<file path="src/design/mrs_pkg.sv">
// Constants and carrier types for the manual reset / power switch block.
// Assumes a single 10 MHz clock and a synchronous active-low reset.
package mrs_pkg;

    // ----------------------------------------------------------------
    // Clock and timing
    // ----------------------------------------------------------------
    localparam int CLK_PERIOD_NS = 100;
    localparam int GLITCH_NS     = 100;
    // Pulses up to the glitch time ignored: need one cycle more than that
    localparam int GLITCH_CYC    = (GLITCH_NS + CLK_PERIOD_NS - 1)
                                   / CLK_PERIOD_NS + 1;
    localparam int OFF_PRESS_MS  = 4000;
    localparam int ON_PRESS_MS   = 500;
    localparam int HOLD_1P4_US   = 1400;
    localparam int HOLD_28_MS    = 28;
    localparam int HOLD_200_MS   = 200;
    localparam int HOLD_1600_MS  = 1600;
    localparam int CYC_PER_MS    = 1000000 / CLK_PERIOD_NS;
    localparam int CYC_PER_US    = 1000 / CLK_PERIOD_NS;

    localparam int CNT_W         = 26;
    localparam int FLT_W         = 4;
    localparam int NUM_CH        = 4;

    // ----------------------------------------------------------------
    // Types
    // ----------------------------------------------------------------
    typedef enum logic {
        MRS_MODE_PROC_RESET,
        MRS_MODE_POWER_SWITCH
    } mrs_mode_t;

    typedef enum logic [1:0] {
        MRS_HOLD_1P4MS  = 2'h0,
        MRS_HOLD_28MS   = 2'h1,
        MRS_HOLD_200MS  = 2'h2,
        MRS_HOLD_1600MS = 2'h3
    } mrs_hold_t;

    localparam mrs_hold_t MRS_HOLD_DEFAULT = MRS_HOLD_200MS;
    localparam mrs_mode_t MRS_MODE_DEFAULT = MRS_MODE_PROC_RESET;

    // Fixed configuration settings
    typedef struct packed {
        mrs_mode_t mode;
        mrs_hold_t hold_sel;
    } mrs_cfg_t;

    // Open-drain reset pin pair
    typedef struct packed {
        logic out;
        logic oe;
    } mrs_od_t;

endpackage

</file>
<file path="src/design/mrs_deglitch.sv">
// Two-stage synchroniser plus low-pulse filter for the push-button input.
// Assumes the input arrives from a pin, outside the clock domain.
`timescale 1ns/1ps
module mrs_deglitch (
    input  wire logic clock,
    input  wire logic rst_n,
    input  wire logic raw_in,
    output logic      filt_out
);
    import mrs_pkg::*;

    logic             sync1_reg, sync1_next;
    logic             sync2_reg, sync2_next;
    logic [FLT_W-1:0] cnt_reg,   cnt_next;
    logic             filt_reg,  filt_next;

    always_comb begin
        sync1_next = raw_in;
        sync2_next = sync1_reg;
        filt_next  = filt_reg;
        cnt_next   = '0;
        if (sync2_reg != filt_reg) begin
            cnt_next = cnt_reg + 4'h1;
            // Only a level stable past the glitch time is taken
            if (cnt_reg == FLT_W'(GLITCH_CYC - 1)) begin
                filt_next = sync2_reg; // RQ3
                cnt_next  = '0;
            end
        end
    end

    always_ff @(posedge clock) begin
        if (!rst_n) begin
            sync1_reg <= 1'b1;
            sync2_reg <= 1'b1;
            cnt_reg   <= '0;
            filt_reg  <= 1'b1;
        end else begin
            sync1_reg <= sync1_next; // RQ12
            sync2_reg <= sync2_next;
            cnt_reg   <= cnt_next;
            filt_reg  <= filt_next;
        end
    end

    assign filt_out = filt_reg;

    AST_GLITCH_IGNORED: assert property ( // RQ3
        @(posedge clock) disable iff (!rst_n)
        $fell(filt_reg) |-> $past(sync2_reg, 2) == 1'b0
        && $past(sync2_reg) == 1'b0)
        else $error("filtered input fell on a short pulse");

endmodule

</file>
<file path="src/design/mrs_manual_reset.sv">
// Manual reset / power on-off switch controller.
// Assumes a 10 MHz clock, synchronous reset and fuse settings held static.
// The push-button pin is weakly pulled up outside; an undriven pin reads 1.
//
// Summary of operation
// (RQ1) Two fuse-selected modes, processor reset default
// (RQ2) Unconnected manual input reads high, no action
// (RQ3) Ignore low pulses up to 100 ns
// (RQ4) Reset mode: low input asserts reset immediately
// (RQ5) After release, hold reset full hold period
// (RQ6) Switch mode: over 4 s press shuts down
// (RQ7) Standby: 500 ms press restarts enabled channels
// (RQ8) Host drops all enables to clear shutdown
// (RQ9) Hold period 1.4/28/200/1600 ms, 200 default
// (RQ10) Reset output open-drain, driven only low
// (RQ11) Logic active only with an enable high; an asserted reset ignores the enables until its hold ends
// (RQ12) Synchronise input, timers count clock cycles
// (RQ13) Press timers restart when input releases early
`timescale 1ns/1ps
module mrs_manual_reset #(
    parameter int OFF_PRESS_CYC = mrs_pkg::OFF_PRESS_MS * mrs_pkg::CYC_PER_MS,
    parameter int ON_PRESS_CYC  = mrs_pkg::ON_PRESS_MS * mrs_pkg::CYC_PER_MS,
    parameter int HOLD_0_CYC    = mrs_pkg::HOLD_1P4_US * mrs_pkg::CYC_PER_US,
    parameter int HOLD_1_CYC    = mrs_pkg::HOLD_28_MS * mrs_pkg::CYC_PER_MS,
    parameter int HOLD_2_CYC    = mrs_pkg::HOLD_200_MS * mrs_pkg::CYC_PER_MS,
    parameter int HOLD_3_CYC    = mrs_pkg::HOLD_1600_MS * mrs_pkg::CYC_PER_MS
) (
    input  wire logic                      clock,
    input  wire logic                      rst_n,
    input  wire logic                      manual_reset_n,
    input  wire logic [mrs_pkg::NUM_CH-1:0] channel_enable,
    input  wire mrs_pkg::mrs_cfg_t         cfg,
    output logic                           reset_out_n_o,
    output logic                           reset_out_n_oe,
    output logic [mrs_pkg::NUM_CH-1:0]     channel_run,
    output logic                           ctrl_reg_clear,
    output logic                           shutdown_standby
);
    import mrs_pkg::*;

    // ----------------------------------------------------------------
    // Input conditioning
    // ----------------------------------------------------------------
    logic mr_filt;
    logic [NUM_CH-1:0] en_s1_reg, en_s2_reg;

    mrs_deglitch u_deglitch (
        .clock    (clock),
        .rst_n    (rst_n),
        .raw_in   (manual_reset_n),
        .filt_out (mr_filt)
    );

    always_ff @(posedge clock) begin
        if (!rst_n) begin
            en_s1_reg <= '0;
            en_s2_reg <= '0;
        end else begin
            en_s1_reg <= channel_enable;
            en_s2_reg <= en_s1_reg;
        end
    end

    logic active;
    assign active = |en_s2_reg; // RQ11

    // ----------------------------------------------------------------
    // Control state machine
    // ----------------------------------------------------------------
    typedef enum logic [2:0] {
        ST_IDLE,
        ST_RST_LOW,
        ST_RST_HOLD,
        ST_PRESS,
        ST_STANDBY,
        ST_WAKE
    } mrs_state_t;

    mrs_state_t        state_reg, state_next;
    logic [CNT_W-1:0]  cnt_reg,   cnt_next;
    logic              rst_reg,   rst_next;
    logic              off_reg,   off_next;
    logic              clr_reg,   clr_next;
    logic [NUM_CH-1:0] run_reg,   run_next;
    logic [CNT_W-1:0]  hold_cyc;

    always_comb begin
        case (cfg.hold_sel) // RQ9
            MRS_HOLD_1P4MS:  hold_cyc = CNT_W'(HOLD_0_CYC);
            MRS_HOLD_28MS:   hold_cyc = CNT_W'(HOLD_1_CYC);
            MRS_HOLD_1600MS: hold_cyc = CNT_W'(HOLD_3_CYC);
            default:         hold_cyc = CNT_W'(HOLD_2_CYC);
        endcase
    end

    always_comb begin
        state_next = state_reg;
        cnt_next   = cnt_reg;
        rst_next   = rst_reg;
        off_next   = off_reg;
        clr_next   = 1'b0;
        case (state_reg)
            ST_IDLE: begin
                cnt_next = '0;
                rst_next = 1'b0;
                // Pulled-up idle input stays here
                if (active && !mr_filt) begin // RQ2
                    if (cfg.mode == MRS_MODE_PROC_RESET) begin // RQ1
                        state_next = ST_RST_LOW;
                        rst_next   = 1'b1; // RQ4
                    end else begin
                        state_next = ST_PRESS;
                    end
                end
            end
            ST_RST_LOW: begin
                rst_next = 1'b1;
                cnt_next = '0;
                if (mr_filt) begin
                    state_next = ST_RST_HOLD;
                end
            end
            ST_RST_HOLD: begin
                cnt_next = cnt_reg + 26'h1;
                if (!mr_filt) begin
                    state_next = ST_RST_LOW; // RQ4
                    cnt_next   = '0;
                end else if (cnt_reg == hold_cyc - 26'h1) begin
                    state_next = ST_IDLE; // RQ5
                    rst_next   = 1'b0;
                    cnt_next   = '0;
                end
            end
            ST_PRESS: begin
                cnt_next = cnt_reg + 26'h1;
                if (mr_filt || !active) begin
                    state_next = ST_IDLE; // RQ13
                    cnt_next   = '0;
                end else if (cnt_reg == CNT_W'(OFF_PRESS_CYC)) begin
                    state_next = ST_STANDBY; // RQ6
                    off_next   = 1'b1;
                    clr_next   = 1'b1;
                    cnt_next   = '0;
                end
            end
            ST_STANDBY: begin
                cnt_next = '0;
                if (!active) begin
                    // Dropping every enable clears the shutdown
                    state_next = ST_IDLE; // RQ8
                    off_next   = 1'b0;
                end else if (mr_filt) begin
                    state_next = ST_WAKE;
                end
            end
            ST_WAKE: begin
                // Wait for release first, then time a fresh press
                cnt_next = mr_filt ? '0 : cnt_reg + 26'h1; // RQ13
                if (!active) begin
                    state_next = ST_IDLE;
                    off_next   = 1'b0;
                end else if (!mr_filt && cnt_reg == CNT_W'(ON_PRESS_CYC - 1))
                begin
                    state_next = ST_IDLE; // RQ7
                    off_next   = 1'b0;
                    cnt_next   = '0;
                end
            end
            default: begin
                state_next = ST_IDLE;
                cnt_next   = '0;
            end
        endcase
        // A restarted channel still follows its own enable
        run_next = off_next ? '0 : en_s2_reg; // RQ7
    end

    always_ff @(posedge clock) begin
        if (!rst_n) begin
            state_reg <= ST_IDLE;
            cnt_reg   <= '0;
            rst_reg   <= 1'b0;
            off_reg   <= 1'b0;
            clr_reg   <= 1'b0;
            run_reg   <= '0;
        end else begin
            state_reg <= state_next;
            cnt_reg   <= cnt_next;
            rst_reg   <= rst_next;
            off_reg   <= off_next;
            clr_reg   <= clr_next;
            run_reg   <= run_next;
        end
    end

    // ----------------------------------------------------------------
    // Outputs
    // ----------------------------------------------------------------
    // Pin only ever pulled low; the pull-up gives the high level
    assign reset_out_n_o    = 1'b0; // RQ10
    assign reset_out_n_oe   = rst_reg; // RQ10
    assign channel_run      = run_reg;
    assign ctrl_reg_clear   = clr_reg;
    assign shutdown_standby = off_reg;

    // ----------------------------------------------------------------
    // Assertions
    // ----------------------------------------------------------------
    AST_RST_ON_PRESS: assert property ( // RQ4
        @(posedge clock) disable iff (!rst_n)
        state_reg == ST_IDLE && active && !mr_filt
        && cfg.mode == MRS_MODE_PROC_RESET |=> reset_out_n_oe)
        else $error("reset not asserted on press");
    AST_RST_HELD_LOW: assert property ( // RQ4
        @(posedge clock) disable iff (!rst_n)
        reset_out_n_oe && !mr_filt |=> reset_out_n_oe)
        else $error("reset released while input low");
    AST_HOLD_DONE: assert property ( // RQ5
        @(posedge clock) disable iff (!rst_n)
        $fell(reset_out_n_oe) |-> $past(cnt_reg) == hold_cyc - 26'h1)
        else $error("reset released before hold period");
    AST_OD_LOW: assert property ( // RQ10
        @(posedge clock) disable iff (!rst_n)
        reset_out_n_o == 1'b0)
        else $error("open-drain pin driven high");
    AST_SHUTDOWN: assert property ( // RQ6
        @(posedge clock) disable iff (!rst_n)
        $rose(shutdown_standby) |-> ctrl_reg_clear && channel_run == '0
        && $past(cnt_reg) == CNT_W'(OFF_PRESS_CYC))
        else $error("shutdown without full long press");
    AST_WAKE: assert property ( // RQ7
        @(posedge clock) disable iff (!rst_n)
        $fell(shutdown_standby) && active |->
        $past(cnt_reg) == CNT_W'(ON_PRESS_CYC - 1))
        else $error("restart without 500 ms press");
    // Covers every state: no fresh reset may start while disabled
    AST_INACTIVE: assert property ( // RQ11
        @(posedge clock) disable iff (!rst_n)
        !active && !reset_out_n_oe |=> !reset_out_n_oe)
        else $error("reset asserted with no enable");
    AST_PRESS_RESTART: assert property ( // RQ13
        @(posedge clock) disable iff (!rst_n)
        state_reg == ST_PRESS && mr_filt |=> cnt_reg == '0)
        else $error("press timer not restarted");
    AST_MODE_SWITCH: assert property ( // RQ1
        @(posedge clock) disable iff (!rst_n)
        cfg.mode == MRS_MODE_POWER_SWITCH && $stable(cfg) |=>
        !$rose(reset_out_n_oe))
        else $error("reset asserted in switch mode");

    COV_PROC_RESET: cover property (@(posedge clock) disable iff (!rst_n)
        $fell(reset_out_n_oe));
    COV_SHUTDOWN: cover property (@(posedge clock) disable iff (!rst_n)
        $rose(shutdown_standby));
    COV_RESTART: cover property (@(posedge clock) disable iff (!rst_n)
        $fell(shutdown_standby) && active);
    COV_ABORT_PRESS: cover property (@(posedge clock) disable iff (!rst_n)
        state_reg == ST_PRESS && mr_filt);

endmodule

</file>
<file path="config.mk">
export PLATFORM = sky130hd
export DESIGN_NAME = mrs_manual_reset
export DESIGN_NICKNAME = d
export VERILOG_FILES = /design/src/design/mrs_pkg.sv /design/src/design/mrs_deglitch.sv /design/src/design/mrs_manual_reset.sv
export SDC_FILE = /design/constraint.sdc
export NUM_CORES = 1
export LEC_CHECK = 0
export BUFFER_PORTS_ARGS = -buffer_cell sky130_fd_sc_hd__buf_2
export CORE_UTILIZATION = 45
export CTS_CLUSTER_DIAMETER = 60
export DETAILED_ROUTE_END_ITERATION = 8
export GPL_ROUTABILITY_DRIVEN = 0
export PLACE_DENSITY = 0.64
export SLEW_MARGIN = 20
export SYNTH_ARGS = -nofsm -noshare
export SYNTH_HDL_FRONTEND = slang
export SYNTH_SLANG_ARGS = --single-unit
export TNS_END_PERCENT = 50
</file>
<file path="constraint.sdc">
create_clock -name clock -period 3.3 [get_ports clock]
set_clock_uncertainty 0.2 [all_clocks]
set_input_delay 0.33 -clock clock [delete_from_list [all_inputs] [get_ports clock]]
set_output_delay 0.33 -clock clock [all_outputs]
set_load 0.02 [all_outputs]
</file>
==> flow_metrics.py <==
metrics = {
    "status": {
        "status": "completed",
    },
    "final_layout": {
        "largest_register_ffs": 26,
        "drive_gt1_frac": 0.163,
        "area_delta_synth_final_pct": 6.98,
        "final_common_cell": "dfxtp_1",
        "n_antenna_cell": 0,
        "nNetsFinal": 329,
        "final_cell_mix": "dfxtp_1 (51), a211oi_1 (24), xnor2_1 (19)",
    },
    "floorplanning": {
        "die_width_um": 80.8,
        "dieArea_um2": 6530,
        "rows": 28,
        "io_pins": 18,
        "die_h_um": 80.8,
        "start_util": 0.469,
        "core_um2": 5960,
    },
    "hold_path": {
        "hp-start": "channel_enable[0]",
        "min_path_type": "in2reg",
        "whs_path_depth": 2,
        "whs_endpoint": "en_s1_reg[0]",
    },
    "yosys": {
        "ys_ff_latch": 51,
        "synth_cell_types": 62,
        "yosysWarnings": 0,
        "syn_area_um2": 2800,
        "avgSynthCellArea_um2": 9.29,
        "synth_cells": 301,
        "synth_edf_count": 0,
        "synth_flop_cell": "dfxtp_1",
        "async_flop_share": 0,
        "syn_nets": 319,
        "synth.yosys.seq_area_share": 0.365,
    },
    "cts": {
        "post_cts_buffers": 0,
        "cts_sinks": 51,
        "clk_latency_ns": 0.31,
        "h-tree-depth": 2,
        "hold_buffers": 0,
        "root_buffer": "clkbuf_8",
        "cts_tree": "built",
        "numCtsBuffers": 5,
        "cts_max_path_buffers": 2,
        "clkTransAtPathRegs_ns": 0.11,
        "cts_resized": 0,
    },
    "run": {
        "maxCapViolCount": 0,
    },
    "sta": {
        "hold_violations": 0,
        "rsz0062_at_grt": "false",
        "fmax_mhz": 361,
        "fin_hold_ws_ns": 0.0168,
        "fin_tns_setup_ns": 0,
        "min_period_ns": 2.77,
        "tightest_slew_ns": 0.692,
        "drv_slew": 0,
        "max_slew_margin": 0.535,
        "period_share": 0.838,
        "finalSetupViolCount": 0,
    },
    "worst_setup_path": {
        "r2r_setup_slack_ns": 0.53,
        "crit_type": "reg2reg",
        "end_kind": "register",
        "path_depth": 6,
        "r2r-start": "cnt_reg[8]",
        "cp_max_fo": 22,
        "reg2reg_to": "cnt_reg[16]",
        "critPathSlowestCell": "nor4_1",
        "arrival_ns": 2.74,
        "crit_buf_inv": 1,
        "worst_path_largest_cell_delay_ns": 0.64,
        "crit_required_ns": 3.27,
        "reg2regPathDepth": 6,
        "crit_chain": "or4bb_1 > nor4_1 > nand2_1 > a21boi_4 > buf_12 > a211oi_1",
        "worstSetupStartpointType": "register",
        "cp_top_family": "simple AND/OR/NAND/NOR gates",
    },
    "routing": {
        "drc": 0,
        "first_pass_iters": 4,
        "via_count": 2178,
        "drt_iter0_markers": 106,
        "drt-total-wl_um": 5700,
        "wl_per_cell_um": 14.7,
        "viasPerCell": 5.63,
        "antenna_left": 0,
    },
    "placed_design": {
        "place_hpwl_um": 4080,
        "portBuffers": 16,
    },
    "grt": {
        "grt_max_degree": 27,
        "grt_pass1_vias": 2012,
        "grt_pass1_wl_um": 9680,
        "grt_overflow_total": 0,
        "track_usage": 0.191,
        "antenna_found_initial": 0,
    },
    "pwr": {
        "vdd_drop_max_mv": 0.205,
        "power.density_nw_per_um2": 433,
        "power_leakage_nw": 1.03,
    },
}
power by group:
group	internal (W)	switching [W]	total (W)
Clock	0.000158	0.000227	0.000385
Combinational	0.0000888	0.000138	0.000227
Sequential	0.000638	0.0000445	0.000682
Yosys cell counts, types with 9 or more instances:
cell / instances / area share
nand4_1: 10 / 0.022
nor2_1: 9 / 0.012
nand2_1: 18 / 0.024
xnor2_1: 19 / 0.060
and3_1: 11 / 0.025
inv_1: 12 / 0.016
and2_1: 9 / 0.020
nor3_1: 13 / 0.023
nand3_1: 13 / 0.023
a211oi_1: 24 / 0.064
xor2_1: 17 / 0.053
dfxtp_1: 51 / 0.37
worst max-delay path by stage:
stage / startpoint / endpoint
final: cnt_reg[8] / cnt_reg[16]
after global routing: cnt_reg[8] / cnt_reg[16]
after CTS: cnt_reg[8] / cnt_reg[4]
after detailed placement: cnt_reg[8] / cnt_reg[4]
after global placement: cnt_reg[8] / cnt_reg[16]
after floorplan: cfg[0] / cnt_reg[0]
per-stage QoR:
step	worst slack, ns	cells	instance area [um^2]	power (W)	utilization
3_3_place_gp	0.547	379	2890	0.000924	0.486
4_1_cts	0.507	387	2990	0.00130	0.502
6_report	0.533	387	2990	0.00129	0.502
2_1_floorplan	0.829	301	2800	0.000872	-
3_5_place_dp	0.540	379	2890	0.000922	0.486
5_1_grt	0.388	387	2990	0.00136	0.502
cell type report:
type,count,area [um^2]
inverters,12,45.0
fillers,576,2970
clock inverters,3,27.5
flip-flops and latches,51,1020
multi-input cells,220,1600
well taps,75,93.8
clock buffers,5,68.8
repair buffers,21,130
worst reg2reg max path: cells and delay by family, from the launching register on:
family,cells,cell delay (ns)
DFF,1,0.48
buffers and inverters,1,0.20
AOI/OAI and AO/OA,2,0.41
and+or+nand+nor,3,1.36
kinds of logic after synthesis:
family	synth area share
xor gates and xnor gates	0.113
muxes	0.00716
other	0.00134
adders and majority gates	0.0358
DFF	0.365
AOI/OAI and AO/OA	0.150
buffers and inverters	0.0609
and+or+nand+nor	0.266
layer usage:
metal	wire length [um]	global-route usage	vias up
li1	-	-	1111
met2	2700	0.307	32
met1	2810	0.261	1031
met4	43	0.0518	0
met3	141	0.0371	4
met5	0	0	-
(Power assumes the default switching activity.)
